$ cat config.mk
export PLATFORM = sky130hd
export DESIGN_NAME = dnim_top
export DESIGN_NICKNAME = d
export VERILOG_FILES = /design/src/design/dnim_pkg.sv /design/src/design/dnim_wordmem.sv /design/src/design/dnim_top.sv
export SDC_FILE = /design/constraint.sdc
export NUM_CORES = 1
export LEC_CHECK = 0
export BUFFER_PORTS_ARGS = -buffer_cell sky130_fd_sc_hd__buf_4
export CORE_MARGIN = 8
export CORE_UTILIZATION = 45
export DETAILED_ROUTE_END_ITERATION = 8
export PLACE_DENSITY = 0.69
export SLEW_MARGIN = 0
export SYNTH_ARGS = -nofsm -noshare
export SYNTH_HDL_FRONTEND = slang
export SYNTH_SLANG_ARGS = --single-unit
$ cat constraint.sdc
create_clock -name MCLK -period 13.05 [get_ports MCLK]
set_clock_uncertainty 0.2 [all_clocks]
set_input_delay 1.9575 -clock MCLK [delete_from_list [all_inputs] [get_ports MCLK]]
set_output_delay 1.9575 -clock MCLK [all_outputs]
set_load 0.005 [all_outputs]
$ cat src/design/dnim_pkg.sv
// shared constants and types of the drive network input mapper
package dnim_pkg;

  // ****************************************
  // clock and timing
  // ****************************************
  localparam int CLK_HZ = 25_000_000;
  localparam int BUS_TMO_MS = 1000;
  localparam logic [31:0] TMO_CYC_DFLT = 32'(CLK_HZ / 1000 * BUS_TMO_MS);

  // ****************************************
  // register offsets (byte addresses)
  // ****************************************
  localparam logic [7:0] OFS_RUN_CMD = 8'h00;
  localparam logic [7:0] OFS_CTRL_WORD = 8'h04;
  localparam logic [7:0] OFS_FAULT_CLR = 8'h08;
  localparam logic [7:0] OFS_PCT_REF = 8'h0c;
  localparam logic [7:0] OFS_FREQ_REF = 8'h10;
  localparam logic [7:0] OFS_SETPOINT0 = 8'h14;
  localparam logic [7:0] OFS_FEEDBACK0 = 8'h20;
  localparam logic [7:0] OFS_MEM_LAST = 8'h28;
  localparam logic [7:0] OFS_MASK_LO = 8'h2c;
  localparam logic [7:0] OFS_MASK_HI = 8'h30;
  localparam logic [7:0] OFS_AOUT_MAIN = 8'h34;
  localparam logic [7:0] OFS_AOUT_EXP = 8'h38;
  localparam logic [7:0] OFS_CONFIG = 8'h3c;
  localparam logic [7:0] OFS_PRESET = 8'h40;
  localparam logic [7:0] OFS_TIMEOUT = 8'h44;
  localparam logic [7:0] OFS_STATUS = 8'h48;

  // ****************************************
  // fields and reset values
  // ****************************************
  localparam int CFG_FUNC_W = 8;
  localparam int CFG_GPIO_BIT = 16;
  localparam int CFG_CLOSED_BIT = 17;
  localparam logic [31:0] CFG_RST = 32'h0000_0000;
  localparam logic [31:0] PRESET_RST = 32'h0000_0000;
  localparam int STAT_TMO_BIT = 17;
  localparam int STAT_RUN_BIT = 16;

  // ****************************************
  // switch states and drive control words
  // ****************************************
  localparam logic [7:0] SW_FALSE = 8'h00;
  localparam logic [7:0] SW_TRUE = 8'h01;
  localparam logic [7:0] SW_AUTO = 8'hff;
  localparam logic [15:0] CW_STOP = 16'h043c;
  localparam logic [15:0] CW_RUN = 16'h047c;
  localparam logic [15:0] CW_RST = 16'h043c;
  localparam int CW_RESET_BIT = 7;
  localparam logic [7:0] RUN_VAL_FULL = 8'hc8;
  localparam logic [15:0] RUN_PCT_STEP = 16'h0064;
  localparam logic [15:0] RUN_REF_FULL = 16'h4e20;

  // ****************************************
  // analog outputs and terminals
  // ****************************************
  localparam int AOUT_CH = 2;
  localparam logic [13:0] AOUT_MAX = 14'h2710;
  localparam logic [7:0] AO_FN_0_20 = 8'h8b;
  localparam logic [7:0] AO_FN_4_20 = 8'h8c;
  localparam logic [7:0] AO_FN_0_20_TMO = 8'h8d;
  localparam logic [7:0] AO_FN_4_20_TMO = 8'h8e;
  localparam int NUM_TERM = 9;
  localparam int NUM_SP = 3;
  localparam int MEM_DEPTH = 8;
  localparam int MEM_AW = 3;
  localparam logic [MEM_AW-1:0] MEM_FB0 = 3'h3;

  typedef struct packed {
    logic valid;
    logic is_hz;
    logic [15:0] value;
  } dnim_ref_t;

  typedef struct packed {
    logic bus_ctrl;
    logic range_4_20;
    logic [13:0] level;
  } dnim_aout_t;

  typedef struct packed {
    logic [2:0] opt_relay;
    logic [1:0] control_card_relay;
    logic [1:0] exp_dout;
    logic [1:0] control_card_dout;
  } dnim_term_t;

  typedef enum logic [1:0] {WB_IDLE, WB_FETCH, WB_ANSWER} dnim_wb_t;

endpackage

$ cat src/design/dnim_wordmem.sv
// word store for closed-loop setpoints and bus feedbacks
`timescale 1ns/10ps
module dnim_wordmem
  import dnim_pkg::*;
(
  // clock and reset
  input logic clk,
  input logic srst,
  // write port
  input logic wr_en,
  input logic [MEM_AW-1:0] wr_addr,
  input logic [15:0] wr_data,
  // registered read port
  input logic [MEM_AW-1:0] rd_addr,
  output logic [15:0] rd_data,
  // every stored word, straight from its flop
  output logic [MEM_DEPTH-1:0][15:0] words
);

  logic [MEM_DEPTH-1:0][15:0] mem_r;
  logic [15:0] rd_data_r;

  always_ff @(posedge clk) begin
    if (srst) begin
      mem_r <= '0;
    end else if (wr_en) begin
      mem_r[wr_addr] <= wr_data;
    end
  end

  always_ff @(posedge clk) begin
    if (srst) begin
      rd_data_r <= 16'h0000;
    end else begin
      rd_data_r <= mem_r[rd_addr];
    end
  end

  assign rd_data = rd_data_r;
  assign words = mem_r;

endmodule

$ cat src/design/dnim_top.sv
// drive network input mapper: bus-written input variables to drive commands
// Functional notes
// - run switch false gives 0x043c, true gives 0x047c with 0.5% reference steps
// - switch state 0xff is automatic and invalid; nothing happens for it
// - run switch reference used only while percent and hertz references are zero
// - software may write the 16-bit drive control word directly
// - fault clear true sets control word bit 7, giving 0x04bc
// - percent reference is signed, 0.005% steps, -163.840% to +163.835%
// - closed loop turns the percent reference into the controller setpoint
// - hertz reference, 0.1 Hz steps, is speed open loop, setpoint closed loop
// - three closed-loop setpoints in signed 0.005% units are held
// - three bus feedbacks in the same units are held
// - each discrete output follows its mask bit, one meaning on
// - mask bits 0 to 8 map to card, expansion and option terminals
// - mask bits 9 to 63 drive nothing
// - main analog level 0 to 100% in 0.01% steps, 0-20 or 4-20 mA
// - bus drives an analog output only for function codes 139 to 142
// - codes 139 and 140 hold the level on bus timeout
// - codes 141 and 142 jump to the timeout preset on bus timeout
// - expansion analog output honoured only with the i/o option fitted
//
// The Wishbone register port and the placing of the registers were chosen for this implementation.
`timescale 1ns/10ps
module dnim_top
  import dnim_pkg::*;
#(
  parameter logic [31:0] TIMEOUT_CYC = TMO_CYC_DFLT
) (
  // clock and reset
  input logic MCLK,
  input logic SRST,
  // wishbone slave
  input logic WB_CYC,
  input logic WB_STB,
  input logic WB_WE,
  input logic [7:0] WB_ADR,
  input logic [3:0] WB_SEL,
  input logic [31:0] WB_DAT_W,
  output logic [31:0] WB_DAT_R,
  output logic WB_ACK,
  // drive control side
  output logic [15:0] DRV_CTRL_WORD,
  output dnim_ref_t SPEED_REF,
  output dnim_ref_t LOOP_SETPOINT,
  output logic [NUM_SP-1:0][15:0] SETPOINTS,
  output logic [NUM_SP-1:0][15:0] FEEDBACKS,
  output logic BUS_TIMEOUT,
  // output terminals
  output dnim_term_t DISCRETE_OUT,
  output dnim_aout_t [AOUT_CH-1:0] ANALOG_OUT
);

  // ****************************************
  // bus slave
  // ****************************************
  dnim_wb_t wb_st_r;
  logic ack_r;
  logic [31:0] dat_r;
  logic req;
  logic wr_fire;
  logic [7:0] ofs;
  logic [31:0] rd_mux;
  logic [31:0] wdat;
  logic mem_hit;
  logic [MEM_AW-1:0] mem_idx;
  logic [15:0] mem_rd;
  logic [MEM_DEPTH-1:0][15:0] mem_words;

  logic [7:0] run_state_r;
  logic [7:0] run_val_r;
  logic [7:0] flt_state_r;
  logic run_on_r;
  logic [15:0] run_ref_r;
  logic [15:0] cw_r;
  logic [15:0] pct_r;
  logic [15:0] hz_r;
  logic [63:0] mask_r;
  logic [31:0] cfg_r;
  logic [31:0] preset_r;
  logic [31:0] tmo_cyc_r;
  logic [31:0] tmo_cnt_r;
  logic tmo_r;
  logic tmo_set;
  logic wr_in;
  dnim_ref_t speed_r;
  dnim_ref_t setp_r;
  dnim_ref_t ref_sel;
  logic [NUM_TERM-1:0] term_bits;
  logic [AOUT_CH-1:0] fitted;
  logic [AOUT_CH-1:0] lvl_wr;

  function automatic logic [31:0] merge(input logic [31:0] old, input logic [31:0] nw,
                                        input logic [3:0] sel);
    logic [31:0] res;
    res = old;
    for (int b = 0; b < 4; b++) begin
      if (sel[b]) begin
        res[b*8 +: 8] = nw[b*8 +: 8];
      end
    end
    return res;
  endfunction

  function automatic logic [13:0] clamp(input logic [15:0] v);
    return (v > 16'(AOUT_MAX)) ? AOUT_MAX : v[13:0];
  endfunction

  assign req = WB_CYC && WB_STB;
  assign ofs = {WB_ADR[7:2], 2'b00};
  // writes land at the edge where the master sees ack, never earlier
  assign wr_fire = req && WB_WE && (wb_st_r == WB_ANSWER);
  assign mem_hit = (ofs >= OFS_SETPOINT0) && (ofs <= OFS_MEM_LAST);
  assign mem_idx = MEM_AW'((ofs - OFS_SETPOINT0) >> 2);
  // sub-word writes merge with the value that a read would return
  assign wdat = merge(rd_mux, WB_DAT_W, WB_SEL);

  always_comb begin
    rd_mux = 32'h0000_0000;
    if (mem_hit) begin
      rd_mux = {16'h0000, mem_rd};
    end else begin
      case (ofs)
        OFS_RUN_CMD: rd_mux = {16'h0000, run_state_r, run_val_r};
        OFS_CTRL_WORD: rd_mux = {16'h0000, cw_r};
        OFS_FAULT_CLR: rd_mux = {16'h0000, flt_state_r, 8'h00};
        OFS_PCT_REF: rd_mux = {16'h0000, pct_r};
        OFS_FREQ_REF: rd_mux = {16'h0000, hz_r};
        OFS_MASK_LO: rd_mux = mask_r[31:0];
        OFS_MASK_HI: rd_mux = mask_r[63:32];
        OFS_AOUT_MAIN: rd_mux = {18'h00000, ANALOG_OUT[0].level};
        OFS_AOUT_EXP: rd_mux = {18'h00000, ANALOG_OUT[1].level};
        OFS_CONFIG: rd_mux = cfg_r;
        OFS_PRESET: rd_mux = preset_r;
        OFS_TIMEOUT: rd_mux = tmo_cyc_r;
        OFS_STATUS: rd_mux = {14'h0000, tmo_r, run_on_r, cw_r};
        default: rd_mux = 32'h0000_0000;
      endcase
    end
  end

  // one wait state lets the word store present its registered read data
  always_ff @(posedge MCLK) begin
    if (SRST) begin
      wb_st_r <= WB_IDLE;
      ack_r <= 1'b0;
      dat_r <= 32'h0000_0000;
    end else begin
      unique case (wb_st_r)
        WB_IDLE: begin
          if (req) begin
            wb_st_r <= WB_FETCH;
          end
        end
        WB_FETCH: begin
          wb_st_r <= WB_ANSWER;
          ack_r <= 1'b1;
          dat_r <= rd_mux;
        end
        WB_ANSWER: begin
          wb_st_r <= WB_IDLE;
          ack_r <= 1'b0;
        end
      endcase
    end
  end

  dnim_wordmem u_mem (
    .clk(MCLK),
    .srst(SRST),
    .wr_en(wr_fire && mem_hit),
    .wr_addr(mem_idx),
    .wr_data(wdat[15:0]),
    .rd_addr(mem_idx),
    .rd_data(mem_rd),
    .words(mem_words)
  );

  // ****************************************
  // switch inputs and control word
  // ****************************************
  always_ff @(posedge MCLK) begin
    if (SRST) begin
      run_state_r <= SW_AUTO;
      run_val_r <= 8'h00;
      flt_state_r <= SW_AUTO;
      run_on_r <= 1'b0;
      run_ref_r <= 16'h0000;
    end else if (wr_fire && ofs == OFS_RUN_CMD) begin
      run_state_r <= wdat[15:8];
      run_val_r <= wdat[7:0];
      if (wdat[15:8] == SW_FALSE) begin
        run_on_r <= 1'b0;
        run_ref_r <= 16'h0000;
      end else if (wdat[15:8] == SW_TRUE) begin
        run_on_r <= 1'b1;
        if (wdat[7:0] > RUN_VAL_FULL) begin
          run_ref_r <= RUN_REF_FULL;
        end else begin
          run_ref_r <= 16'(16'(wdat[7:0]) * RUN_PCT_STEP);
        end
      end
    end else if (wr_fire && ofs == OFS_FAULT_CLR) begin
      flt_state_r <= wdat[15:8];
    end
  end

  // other switch states, 0xff among them, leave the word untouched
  always_ff @(posedge MCLK) begin
    if (SRST) begin
      cw_r <= CW_RST;
    end else if (wr_fire && ofs == OFS_CTRL_WORD) begin
      cw_r <= wdat[15:0];
    end else if (wr_fire && ofs == OFS_RUN_CMD && wdat[15:8] == SW_FALSE) begin
      cw_r <= CW_STOP;
    end else if (wr_fire && ofs == OFS_RUN_CMD && wdat[15:8] == SW_TRUE) begin
      cw_r <= CW_RUN;
    end else if (wr_fire && ofs == OFS_FAULT_CLR && wdat[15:8] == SW_TRUE) begin
      cw_r[CW_RESET_BIT] <= 1'b1;
    end else if (wr_fire && ofs == OFS_FAULT_CLR && wdat[15:8] == SW_FALSE) begin
      cw_r[CW_RESET_BIT] <= 1'b0;
    end
  end

  // ****************************************
  // references
  // ****************************************
  always_ff @(posedge MCLK) begin
    if (SRST) begin
      pct_r <= 16'h0000;
      hz_r <= 16'h0000;
    end else if (wr_fire && ofs == OFS_PCT_REF) begin
      pct_r <= wdat[15:0];
    end else if (wr_fire && ofs == OFS_FREQ_REF) begin
      hz_r <= wdat[15:0];
    end
  end

  // percent wins over hertz when both are set
  always_comb begin
    if (pct_r != 16'h0000) begin
      ref_sel = '{valid: 1'b1, is_hz: 1'b0, value: pct_r};
    end else if (hz_r != 16'h0000) begin
      ref_sel = '{valid: 1'b1, is_hz: 1'b1, value: hz_r};
    end else begin
      ref_sel = '{valid: run_on_r, is_hz: 1'b0, value: run_ref_r};
    end
  end

  always_ff @(posedge MCLK) begin
    if (SRST) begin
      speed_r <= '0;
      setp_r <= '0;
    end else if (cfg_r[CFG_CLOSED_BIT]) begin
      speed_r <= '0;
      setp_r <= ref_sel;
    end else begin
      speed_r <= ref_sel;
      setp_r <= '0;
    end
  end

  // ****************************************
  // configuration and discrete outputs
  // ****************************************
  always_ff @(posedge MCLK) begin
    if (SRST) begin
      cfg_r <= CFG_RST;
      preset_r <= PRESET_RST;
      tmo_cyc_r <= TIMEOUT_CYC;
      mask_r <= '0;
    end else if (wr_fire) begin
      if (ofs == OFS_CONFIG) cfg_r <= wdat;
      if (ofs == OFS_PRESET) preset_r <= wdat;
      if (ofs == OFS_TIMEOUT) tmo_cyc_r <= wdat;
      if (ofs == OFS_MASK_LO) mask_r[31:0] <= wdat;
      if (ofs == OFS_MASK_HI) mask_r[63:32] <= wdat;
    end
  end

  // upper mask bits are stored for readback only
  for (genvar t = 0; t < NUM_TERM; t++) begin : g_term
    logic q_r;
    always_ff @(posedge MCLK) begin
      if (SRST) begin
        q_r <= 1'b0;
      end else begin
        q_r <= mask_r[t];
      end
    end
    assign term_bits[t] = q_r;
  end

  // ****************************************
  // bus timeout
  // ****************************************
  assign wr_in = wr_fire && (ofs <= OFS_AOUT_EXP);
  // a zero interval switches supervision off
  assign tmo_set = !tmo_r && !wr_in && (tmo_cyc_r != 32'h0000_0000) &&
                   (tmo_cnt_r == 32'(tmo_cyc_r - 32'h0000_0001));

  always_ff @(posedge MCLK) begin
    if (SRST) begin
      tmo_cnt_r <= 32'h0000_0000;
      tmo_r <= 1'b0;
    end else if (wr_in) begin
      tmo_cnt_r <= 32'h0000_0000;
      tmo_r <= 1'b0;
    end else if (tmo_set) begin
      tmo_r <= 1'b1;
    end else if (!tmo_r) begin
      tmo_cnt_r <= 32'(tmo_cnt_r + 32'h0000_0001);
    end
  end

  // ****************************************
  // analog outputs
  // ****************************************
  assign fitted = {cfg_r[CFG_GPIO_BIT], 1'b1};
  assign lvl_wr = {wr_fire && ofs == OFS_AOUT_EXP, wr_fire && ofs == OFS_AOUT_MAIN};

  for (genvar c = 0; c < AOUT_CH; c++) begin : g_aout
    logic [7:0] fn;
    logic bus_md;
    logic use_preset;
    dnim_aout_t ao_r;
    assign fn = cfg_r[c*CFG_FUNC_W +: CFG_FUNC_W];
    assign bus_md = fitted[c] && (fn >= AO_FN_0_20) && (fn <= AO_FN_4_20_TMO);
    assign use_preset = (fn == AO_FN_0_20_TMO) || (fn == AO_FN_4_20_TMO);
    // leaving bus control releases the terminal to its local function
    always_ff @(posedge MCLK) begin
      if (SRST) begin
        ao_r <= '0;
      end else if (!bus_md) begin
        ao_r <= '0;
      end else begin
        ao_r.bus_ctrl <= 1'b1;
        ao_r.range_4_20 <= (fn == AO_FN_4_20) || (fn == AO_FN_4_20_TMO);
        if (lvl_wr[c]) begin
          ao_r.level <= clamp(wdat[15:0]);
        end else if (tmo_set && use_preset) begin
          ao_r.level <= clamp(preset_r[c*16 +: 16]);
        end
      end
    end
    assign ANALOG_OUT[c] = ao_r;
  end

  // ****************************************
  // outputs
  // ****************************************
  assign WB_ACK = ack_r;
  assign WB_DAT_R = dat_r;
  assign DRV_CTRL_WORD = cw_r;
  assign SPEED_REF = speed_r;
  assign LOOP_SETPOINT = setp_r;
  assign SETPOINTS = mem_words[NUM_SP-1:0];
  assign FEEDBACKS = mem_words[MEM_FB0 +: NUM_SP];
  assign BUS_TIMEOUT = tmo_r;
  assign DISCRETE_OUT = dnim_term_t'(term_bits);

  // ****************************************
  // assertions
  // ****************************************
  logic wr_run;
  logic wr_flt;
  assign wr_run = wr_fire && ofs == OFS_RUN_CMD;
  assign wr_flt = wr_fire && ofs == OFS_FAULT_CLR;

  property p_stop_word;
    @(posedge MCLK) disable iff (SRST)
    wr_run && wdat[15:8] == SW_FALSE && pct_r == 16'h0000 && hz_r == 16'h0000 |=>
      DRV_CTRL_WORD == CW_STOP ##1 !SPEED_REF.valid;
  endproperty
  a_stop_word: assert property (p_stop_word) else $error("stop word not issued");

  property p_run_full;
    @(posedge MCLK) disable iff (SRST)
    wr_run && wdat[15:8] == SW_TRUE && wdat[7:0] > RUN_VAL_FULL |=>
      DRV_CTRL_WORD == CW_RUN && run_ref_r == RUN_REF_FULL;
  endproperty
  a_run_full: assert property (p_run_full) else $error("run at full not issued");

  property p_auto_none;
    @(posedge MCLK) disable iff (SRST)
    (wr_run || wr_flt) && wdat[15:8] == SW_AUTO |=> $stable(DRV_CTRL_WORD) && $stable(run_on_r);
  endproperty
  a_auto_none: assert property (p_auto_none) else $error("auto state acted on");

  property p_ref_gate;
    @(posedge MCLK) disable iff (SRST)
    pct_r != 16'h0000 && !cfg_r[CFG_CLOSED_BIT] |=> SPEED_REF.value == $past(pct_r);
  endproperty
  a_ref_gate: assert property (p_ref_gate) else $error("run reference overrode percent");

  property p_cw_write;
    @(posedge MCLK) disable iff (SRST)
    wr_fire && ofs == OFS_CTRL_WORD |=> DRV_CTRL_WORD == $past(wdat[15:0]);
  endproperty
  a_cw_write: assert property (p_cw_write) else $error("control word not taken");

  property p_fault_bit;
    @(posedge MCLK) disable iff (SRST)
    wr_flt && wdat[15:8] == SW_TRUE |=> DRV_CTRL_WORD[CW_RESET_BIT];
  endproperty
  a_fault_bit: assert property (p_fault_bit) else $error("fault reset bit not set");

  property p_closed_loop;
    @(posedge MCLK) disable iff (SRST)
    cfg_r[CFG_CLOSED_BIT] && pct_r != 16'h0000 |=>
      !SPEED_REF.valid && LOOP_SETPOINT.valid && LOOP_SETPOINT.value == $past(pct_r);
  endproperty
  a_closed_loop: assert property (p_closed_loop) else $error("setpoint not routed");

  property p_mask_map;
    @(posedge MCLK) disable iff (SRST)
    1'b1 |=> DISCRETE_OUT == $past(mask_r[NUM_TERM-1:0]);
  endproperty
  a_mask_map: assert property (p_mask_map) else $error("terminals differ from mask");

  property p_no_bus;
    @(posedge MCLK) disable iff (SRST)
    !g_aout[0].bus_md |=> !ANALOG_OUT[0].bus_ctrl && ANALOG_OUT[0].level == 14'h0000;
  endproperty
  a_no_bus: assert property (p_no_bus) else $error("bus value used outside bus modes");

  property p_hold;
    @(posedge MCLK) disable iff (SRST)
    tmo_set && g_aout[0].bus_md && !g_aout[0].use_preset && !lvl_wr[0] |=>
      ANALOG_OUT[0].level == $past(ANALOG_OUT[0].level);
  endproperty
  a_hold: assert property (p_hold) else $error("level moved on timeout");

  property p_preset;
    @(posedge MCLK) disable iff (SRST)
    tmo_set && g_aout[0].bus_md && g_aout[0].use_preset |=>
      ANALOG_OUT[0].level == clamp($past(preset_r[15:0]));
  endproperty
  a_preset: assert property (p_preset) else $error("preset not applied");

  property p_gpio;
    @(posedge MCLK) disable iff (SRST)
    !cfg_r[CFG_GPIO_BIT] |=> !ANALOG_OUT[1].bus_ctrl;
  endproperty
  a_gpio: assert property (p_gpio) else $error("expansion output without option");

  property p_timeout;
    @(posedge MCLK) disable iff (SRST)
    tmo_set |=> BUS_TIMEOUT ##1 BUS_TIMEOUT || $past(wr_in);
  endproperty
  a_timeout: assert property (p_timeout) else $error("timeout flag not raised");

  c_run: cover property (@(posedge MCLK) disable iff (SRST) wr_run ##1 SPEED_REF.valid);
  c_fault: cover property (@(posedge MCLK) disable iff (SRST) wr_flt ##1 DRV_CTRL_WORD[7]);
  c_preset: cover property (@(posedge MCLK) disable iff (SRST) tmo_set && g_aout[0].use_preset);

endmodule

# Word-level counts from Yosys, hierarchy flattened
# Cells that the tools add are included.
[word_totals]
register_bits = 538
out_inout_bits = 223
input_bits = 49
word_cells = 191
[classes]
magnitude_cmp = 13
reduce_logical = 58
muxes = 37
addsub = 3
multipliers = 1
bitwise_logic = 7
n_eq_ne = 23
[op_table]
columns = ["operator", "count"]
rows = [
  ["case mux 32 bit (13 select lines)", 1],
  ["bitwise mux 128 bit", 1],
  ["two-way mux 16 bit", 8],
  ["two-way mux 14 bit", 7],
  ["binary-select mux 16 bit (select 3 bit)", 1],
  ["demux 16 bit (select 3 bit)", 1],
  ["equality test 8 bit, second input constant", 6],
  ["> comparator 16 x 14 -> 1 bit, second input constant", 3],
  ["two-way mux 8 bit", 5],
  ["two-way mux 18 bit", 2],
  ["adder 32 x 1 -> 32 bit, second input constant", 1],
  ["equality test 32 bit", 1],
  ["two-way mux 32 bit", 1],
  ["nonzero test 16 bit", 2],
  ["nonzero test 32 bit", 1],
  ["subtractor 32 x 1 -> 32 bit, second input constant", 1],
  ["equality test 6 x 4 -> 1 bit, second input constant", 5],
  ["logical AND 1 bit", 26],
  ["equality test 6 x 5 -> 1 bit, second input constant", 3],
  ["AND reduction 2 bit", 9],
  ["greater-or-equal comparator 8 bit, second input constant", 2],
  ["<= comparator 8 x 6 -> 1 bit, second input constant", 2],
  ["<= comparator 8 bit, second input constant", 2],
  ["logical NOT 8 bit", 2],
  ["other kinds (27)", 49],
]

# Logic depth before layout (Yosys ltp)
[logic_depth]
word_depth = 12
depth_mapped = 28
ltp_nobuf = 25

# Cells and area by module
# Synthesis repeated with hierarchy kept, for this count alone.
[hier_totals]
cells_unflattened = 3016
area_unflattened_um2 = 25495.7
[by_module_without_submodules]
columns = ["mod", "area_per_inst_um2", "seq_area_each_um2", "instances", "cells_per_inst"]
rows = [
  ["dnim_top", 19436.1, 7827.5, 1, 2335],
  ["dnim_wordmem", 6059.6, 2882.8, 1, 681],
]

# Worst setup path after synthesis
# OpenSTA, ideal clock, no wires.
[synth_path]
kind = "in2reg"
startpoint = "input port WB_ADR[2]"
endpoint = "register run_ref_r[14]"
slack_ns = 5.798
path_buffers = 3
stages = 27
arrival_time_ns = 6.978
setup_ns = 0.074
required_time_ns = 12.776
path_cell_list = "inv_1 ha_1 clkbuf_1 nor4b_2 nor2b_1 clkbuf_1 a22oi_1 and3_1 a31oi_1 mux2i_1 clkbuf_1 ha_1 inv_1 ha_1 inv_1 fa_1 inv_1 ha_1 a21oi_1 o21bai_1 a21o_1 a21o_1 a21o_1 a21oi_1 xnor2_1 o21ai_0 o21ai_0"
[synth_between]
elab_chain_cells = 8
elab_cells_between_ends = 30
classes_between = "mul (1); order compare (3); eq/ne (13); mux (7); reduce/logical (6)"
[synth_lines]
columns = ["item", "line", "source"]
rows = [
  ["start: declaration", "dnim_top.sv:36", "input logic [7:0] WB_ADR,"],
  ["greater-or-equal comparator 8 x 5 -> 1 bit (tied with other cells)", "dnim_top.sv:112", "assign mem_hit = (ofs >= OFS_SETPOINT0) && (ofs <= OFS_MEM_LAST);"],
  ["logical AND 1 bit or case mux 32 bit (13 select lines) (tied branches)", "dnim_top.sv:112, dnim_top.sv:122", ""],
  ["two-way mux 32 bit", "dnim_top.sv:119", "if (mem_hit) begin"],
  ["two-way mux 8 bit", "dnim_top.sv:97", "if (sel[b]) begin"],
  ["multiplier 8 x 5 -> 13 bit or > comparator 8 bit (tied branches)", "dnim_top.sv:199, dnim_top.sv:196", ""],
  ["two-way mux 15 bit", "dnim_top.sv:196", "if (wdat[7:0] > RUN_VAL_FULL) begin"],
  ["two-way mux 16 bit", "dnim_top.sv:194", "end else if (wdat[15:8] == SW_TRUE) begin"],
  ["two-way mux 16 bit", "dnim_top.sv:191", "if (wdat[15:8] == SW_FALSE) begin"],
  ["end signal: assignment", "dnim_top.sv:199", "run_ref_r <= 16'(16'(wdat[7:0]) * RUN_PCT_STEP);"],
  ["end: declaration", "dnim_top.sv:73", "logic [15:0] run_ref_r;"],
]
# Several ways; a longest one is shown, not always the timed one. The select of a mux whose other input is x is not followed.
# A chain may end at the register's enable or synchronous reset.

# Final worst setup path
[layout_path]
startpoint = "input port WB_ADR[2]"
endpoint = "register run_ref_r[14]"
[layout_between]
elab_chain_cells = 8
elab_cells_between_ends = 30
classes_between = "mul (1); order compare (3); eq/ne (13); mux (7); reduce/logical (6)"
[layout_lines]
columns = ["item", "line", "source"]
rows = [
  ["greater-or-equal comparator 8 x 5 -> 1 bit (tied with other cells)", "dnim_top.sv:112", ""],
  ["logical AND 1 bit or case mux 32 bit (13 select lines) (tied branches)", "dnim_top.sv:112, dnim_top.sv:122", ""],
  ["two-way mux 32 bit (*)", "dnim_top.sv:119", ""],
  ["two-way mux 8 bit (*)", "dnim_top.sv:97", ""],
  ["net u_mem.wr_data[2]", "dnim_wordmem.sv:12", "input logic [15:0] wr_data,"],
  ["multiplier 8 x 5 -> 13 bit or > comparator 8 bit (tied branches)", "dnim_top.sv:199, dnim_top.sv:196", ""],
  ["two-way mux 15 bit (*)", "dnim_top.sv:196", ""],
  ["two-way mux 16 bit (*)", "dnim_top.sv:194", ""],
  ["two-way mux 16 bit (*)", "dnim_top.sv:191", ""],
]
# Mark *: on every way through the listed nets, which the timed path passes. The rest lies on a longest branch. The select of a mux whose other input is x is not followed.

==> metrics.log <==
INFO  metric fin_nets = 3,009
INFO  metric grt.overflow.total = 0
INFO  metric multiInputGateArea = 0.0125 mm^2
INFO  metric max_cap_viol_count = 0
INFO  metric whs = 266 ps
INFO  metric crit_arrival = 8590 ps
INFO  metric via_count_of_the_first_global_routing_pass = 21,800
INFO  metric core = 0.0552 mm^2
INFO  metric ys_top_cells_by_area = sky130_fd_sc_hd__dfxtp_1 43%, sky130_fd_sc_hd__a211oi_1 9.1%, sky130_fd_sc_hd__nor2_1 8.2%
INFO  metric antenna_violations_before_repair = 5
INFO  metric total_leakage_power = 10.3 nW
INFO  metric final_setup_violation_count = 0
INFO  metric fp.dieW = 252 um
INFO  metric ctsLongestPathBuffers = 3
INFO  metric dominantRegCellSynth = sky130_fd_sc_hd__dfxtp_1
INFO  metric cp-start-kind = input port
INFO  metric antenna_left = 0
INFO  metric grt_util_all_layers = 0.287
INFO  metric num_rows = 86
INFO  metric post_cts_hold_fix_bufs = 0
INFO  metric routed-via-count = 23,000
INFO  metric postCtsSetupRepairBufs = 0
INFO  metric vias_per_cell = 6.22
INFO  metric timing.setup.critical_path_class = in -> reg
INFO  metric place_congestion = 0.973
INFO  metric hold_depth = 1
INFO  metric numClockSinks = 535
INFO  metric final_layout_size_suffix_gt1_frac = 0.157
INFO  metric rsz0062_at_grt = false
INFO  metric drcViolationCount = 0
INFO  metric synth_top_cells_by_count = 547 x sky130_fd_sc_hd__nor2_1, 535 x sky130_fd_sc_hd__dfxtp_1, 305 x sky130_fd_sc_hd__a211oi_1
INFO  metric netlist_instances = 2,899
INFO  metric period_share = 0.631
INFO  metric initialDrtViolationCount = 3,135
INFO  metric drt-wirelength-per-cell = 25.9 um
INFO  metric dieHeight = 252 um
INFO  metric cts_resized = 0
INFO  metric cp-end-kind = flip-flop
INFO  metric clkSlewWorstSetupHoldPaths = 70 ps
INFO  metric postRouteWirelength = 95,900 um
INFO  metric clk_lat_worst_skew = 630 ps
INFO  metric max_frequency = 121 MHz
INFO  metric vdd_drop_max = 0.115 mV
INFO  metric power_density = 128 mW/mm^2
INFO  metric worst_hold_path_type = reg -> reg
INFO  metric initial_utilization = 0.455
INFO  metric worst-slew-pin-transition = 1280 ps
INFO  metric flow.area_growth_from_synthesis = 14.3%
INFO  metric n_fill_cell = 4,997
INFO  metric hold_viol_final = 0
INFO  metric synth.net_count = 3,001
INFO  metric ys_seq_area_frac = 0.426
INFO  metric asyncSetResetFlopFracSynth = 0
INFO  metric reg2reg_depth = 22
INFO  metric finish.cell_count_without_fillers = 3,702
INFO  metric clk_root_buffer_cell = sky130_fd_sc_hd__clkbuf_16
INFO  metric yosys_register_bits = 535
INFO  metric syn_area = 0.0251 mm^2
INFO  metric critical_path_required = 13,400 ps
INFO  metric placement.io_buffers = 269
INFO  metric outcome = finished clean
INFO  metric design.portCount = 272
INFO  metric flip_flop_and_latch_area = 0.0107 mm^2
INFO  metric cts.htree.levels = 2
INFO  metric synth-warning-count = 0
INFO  metric fp.dieArea = 0.0637 mm^2
INFO  metric finalCriticalPeriod = 8240 ps
INFO  metric post-synth-top-count-cell = sky130_fd_sc_hd__nor2_1
INFO  metric synth_top_area_share = 0.426
INFO  metric syn_area_per_cell = 8.67 um^2
INFO  metric firstDrtPassIters = 5
INFO  metric maxSlewHeadroom = 0.145
INFO  metric distinct_cell_type_count_of_the_synthesized_netlist = 87
INFO  metric tritoncts_clock_tree = built
INFO  metric post-dp-hpwl = 68,200 um
INFO  metric number_of_enable_type_register_cells_in_the_synthesized_netlist = 0
INFO  metric grt_first_pass_wirelength = 141,000 um
INFO  metric design_power_total = 3.67 mW
INFO  metric cts_inserted_buffers = 57
INFO  metric maxSlewViolCount = 0
INFO  metric placed_cells = 3,596
INFO  metric pin_count_of_the_biggest_net_entering_global_routing = 95
INFO  metric top_cell_type_by_total_area_after_synthesis = sky130_fd_sc_hd__dfxtp_1
INFO  metric totalNegativeSetupSlack = 0 ps
INFO  metric critPathMaxFanout = 13
==> per-stage QoR <==
step / setup WS (ps) / area, um^2 / utilization
floorplan: 5800 / 25100 / -
global placement: 4370 / 26700 / 0.484
detailed placement: 4380 / 26700 / 0.484
CTS: 5000 / 28700 / 0.520
global route: 4620 / 28700 / 0.521
finish: 4810 / 28700 / 0.521
==> flip-flops by register name, summed over array words and instances (netlist names), 9 cells and up <==
register,cells
u_mem.words,128
mask_r,64
ANALOG_OUT,32
WB_DAT_R,32
cfg_r,32
preset_r,32
tmo_cnt_r,32
tmo_cyc_r,32
LOOP_SETPOINT,18
SPEED_REF,18
DRV_CTRL_WORD,16
hz_r,16
pct_r,16
u_mem.rd_data,16
run_ref_r,13
g_term.q_r,9
==> worst paths after layout <==
path             startpoint        endpoint  slack, ps
max               WB_ADR[2]   run_ref_r[14]       4810
min          flt_state_r[5]  flt_state_r[5]        270
max reg2reg   ANALOG_OUT[2]   run_ref_r[14]       7400
min reg2reg  flt_state_r[5]  flt_state_r[5]        270
==> cell type report <==
cell class	instances	area share
Tap cell	748	0.0326
Inverter	42	0.00549
Antenna cell	1	0.0000871
Clock buffer	84	0.0599
Multi-Input combinational cell	1955	0.436
Timing Repair Buffer	316	0.0828
Clock inverter	21	0.0102
Sequential cell	535	0.373
==> placed cells by master, fill, tap and decap left out, drive strengths merged, types with 30 or more instances in the layout <==
cell type | Yosys | layout
a211oi | 305 | 305
a21oi | 67 | 67
a221oi | 30 | 30
a22oi | 96 | 96
a31oi | 39 | 39
and3 | 48 | 48
buf | 146 | 316
clkbuf | 221 | 84
dfxtp | 535 | 535
ha | 50 | 50
inv | 42 | 44
mux2i | 73 | 73
nand2 | 97 | 97
nand3 | 42 | 42
nor2 | 548 | 548
nor3 | 69 | 69
o21ai | 46 | 46
xnor2 | 56 | 56
xor2 | 30 | 30
==> power breakdown <==
| group | total, mW | switching (mW) | internal, mW |
|---|---|---|---|
| combinational | 0.279 | 0.192 | 0.0869 |
| sequential | 1.65 | 0.00867 | 1.64 |
| clock | 1.74 | 0.694 | 1.05 |
| total | 3.67 | 0.894 | 2.78 |
==> worst max-delay path, stage by stage <==
cell                       delay [ps]
sky130_fd_sc_hd__buf_4            150
sky130_fd_sc_hd__inv_1            130
sky130_fd_sc_hd__ha_1             160
sky130_fd_sc_hd__buf_4            240
sky130_fd_sc_hd__nor3b_1          910
sky130_fd_sc_hd__and2_1           550
sky130_fd_sc_hd__a22oi_1          170
sky130_fd_sc_hd__and3_1           210
sky130_fd_sc_hd__a31oi_1          440
sky130_fd_sc_hd__mux2i_2          360
sky130_fd_sc_hd__buf_4            300
sky130_fd_sc_hd__inv_1            340
sky130_fd_sc_hd__ha_1             230
sky130_fd_sc_hd__ha_1             120
sky130_fd_sc_hd__inv_1             50
sky130_fd_sc_hd__fa_1             510
sky130_fd_sc_hd__inv_1             40
sky130_fd_sc_hd__ha_1             330
sky130_fd_sc_hd__a21oi_1          140
sky130_fd_sc_hd__o21bai_1         110
sky130_fd_sc_hd__a21o_1           210
sky130_fd_sc_hd__a21o_1           190
sky130_fd_sc_hd__a21o_1           180
sky130_fd_sc_hd__a21oi_1          180
sky130_fd_sc_hd__xnor2_1          130
sky130_fd_sc_hd__o21ai_0           80
sky130_fd_sc_hd__o21ai_0          150
==> cells by family (layout without fill, tap and decap cells) <==
group / Yosys count / after routing / share of synthesized area
flip-flops: 535 / 535 / 0.426
AO/OA/AOI/OAI: 742 / 742 / 0.220
buffers and inverters: 409 / 463 / 0.0788
other: 0 / 1 / 0
adder cells (fa/ha/maj): 53 / 53 / 0.0273
AND/OR/NAND/NOR: 1000 / 1000 / 0.189
multiplexers: 74 / 74 / 0.0295
XOR/XNOR: 86 / 86 / 0.0300
==> per-layer routing <==
| metal | global-route usage | routed length, um | vias to the layer above | part of all wire |
|---|---|---|---|---|
| met2 | 0.448 | 42600 | 1292 | 0.44 |
| met5 | 0 | 55 | - | 0.00057 |
| met1 | 0.369 | 38500 | 11100 | 0.40 |
| met3 | 0.0743 | 10100 | 252 | 0.11 |
| met4 | 0.131 | 4620 | 8 | 0.048 |
| li1 | - | - | 10400 | - |
(Power assumes the default switching activity.)
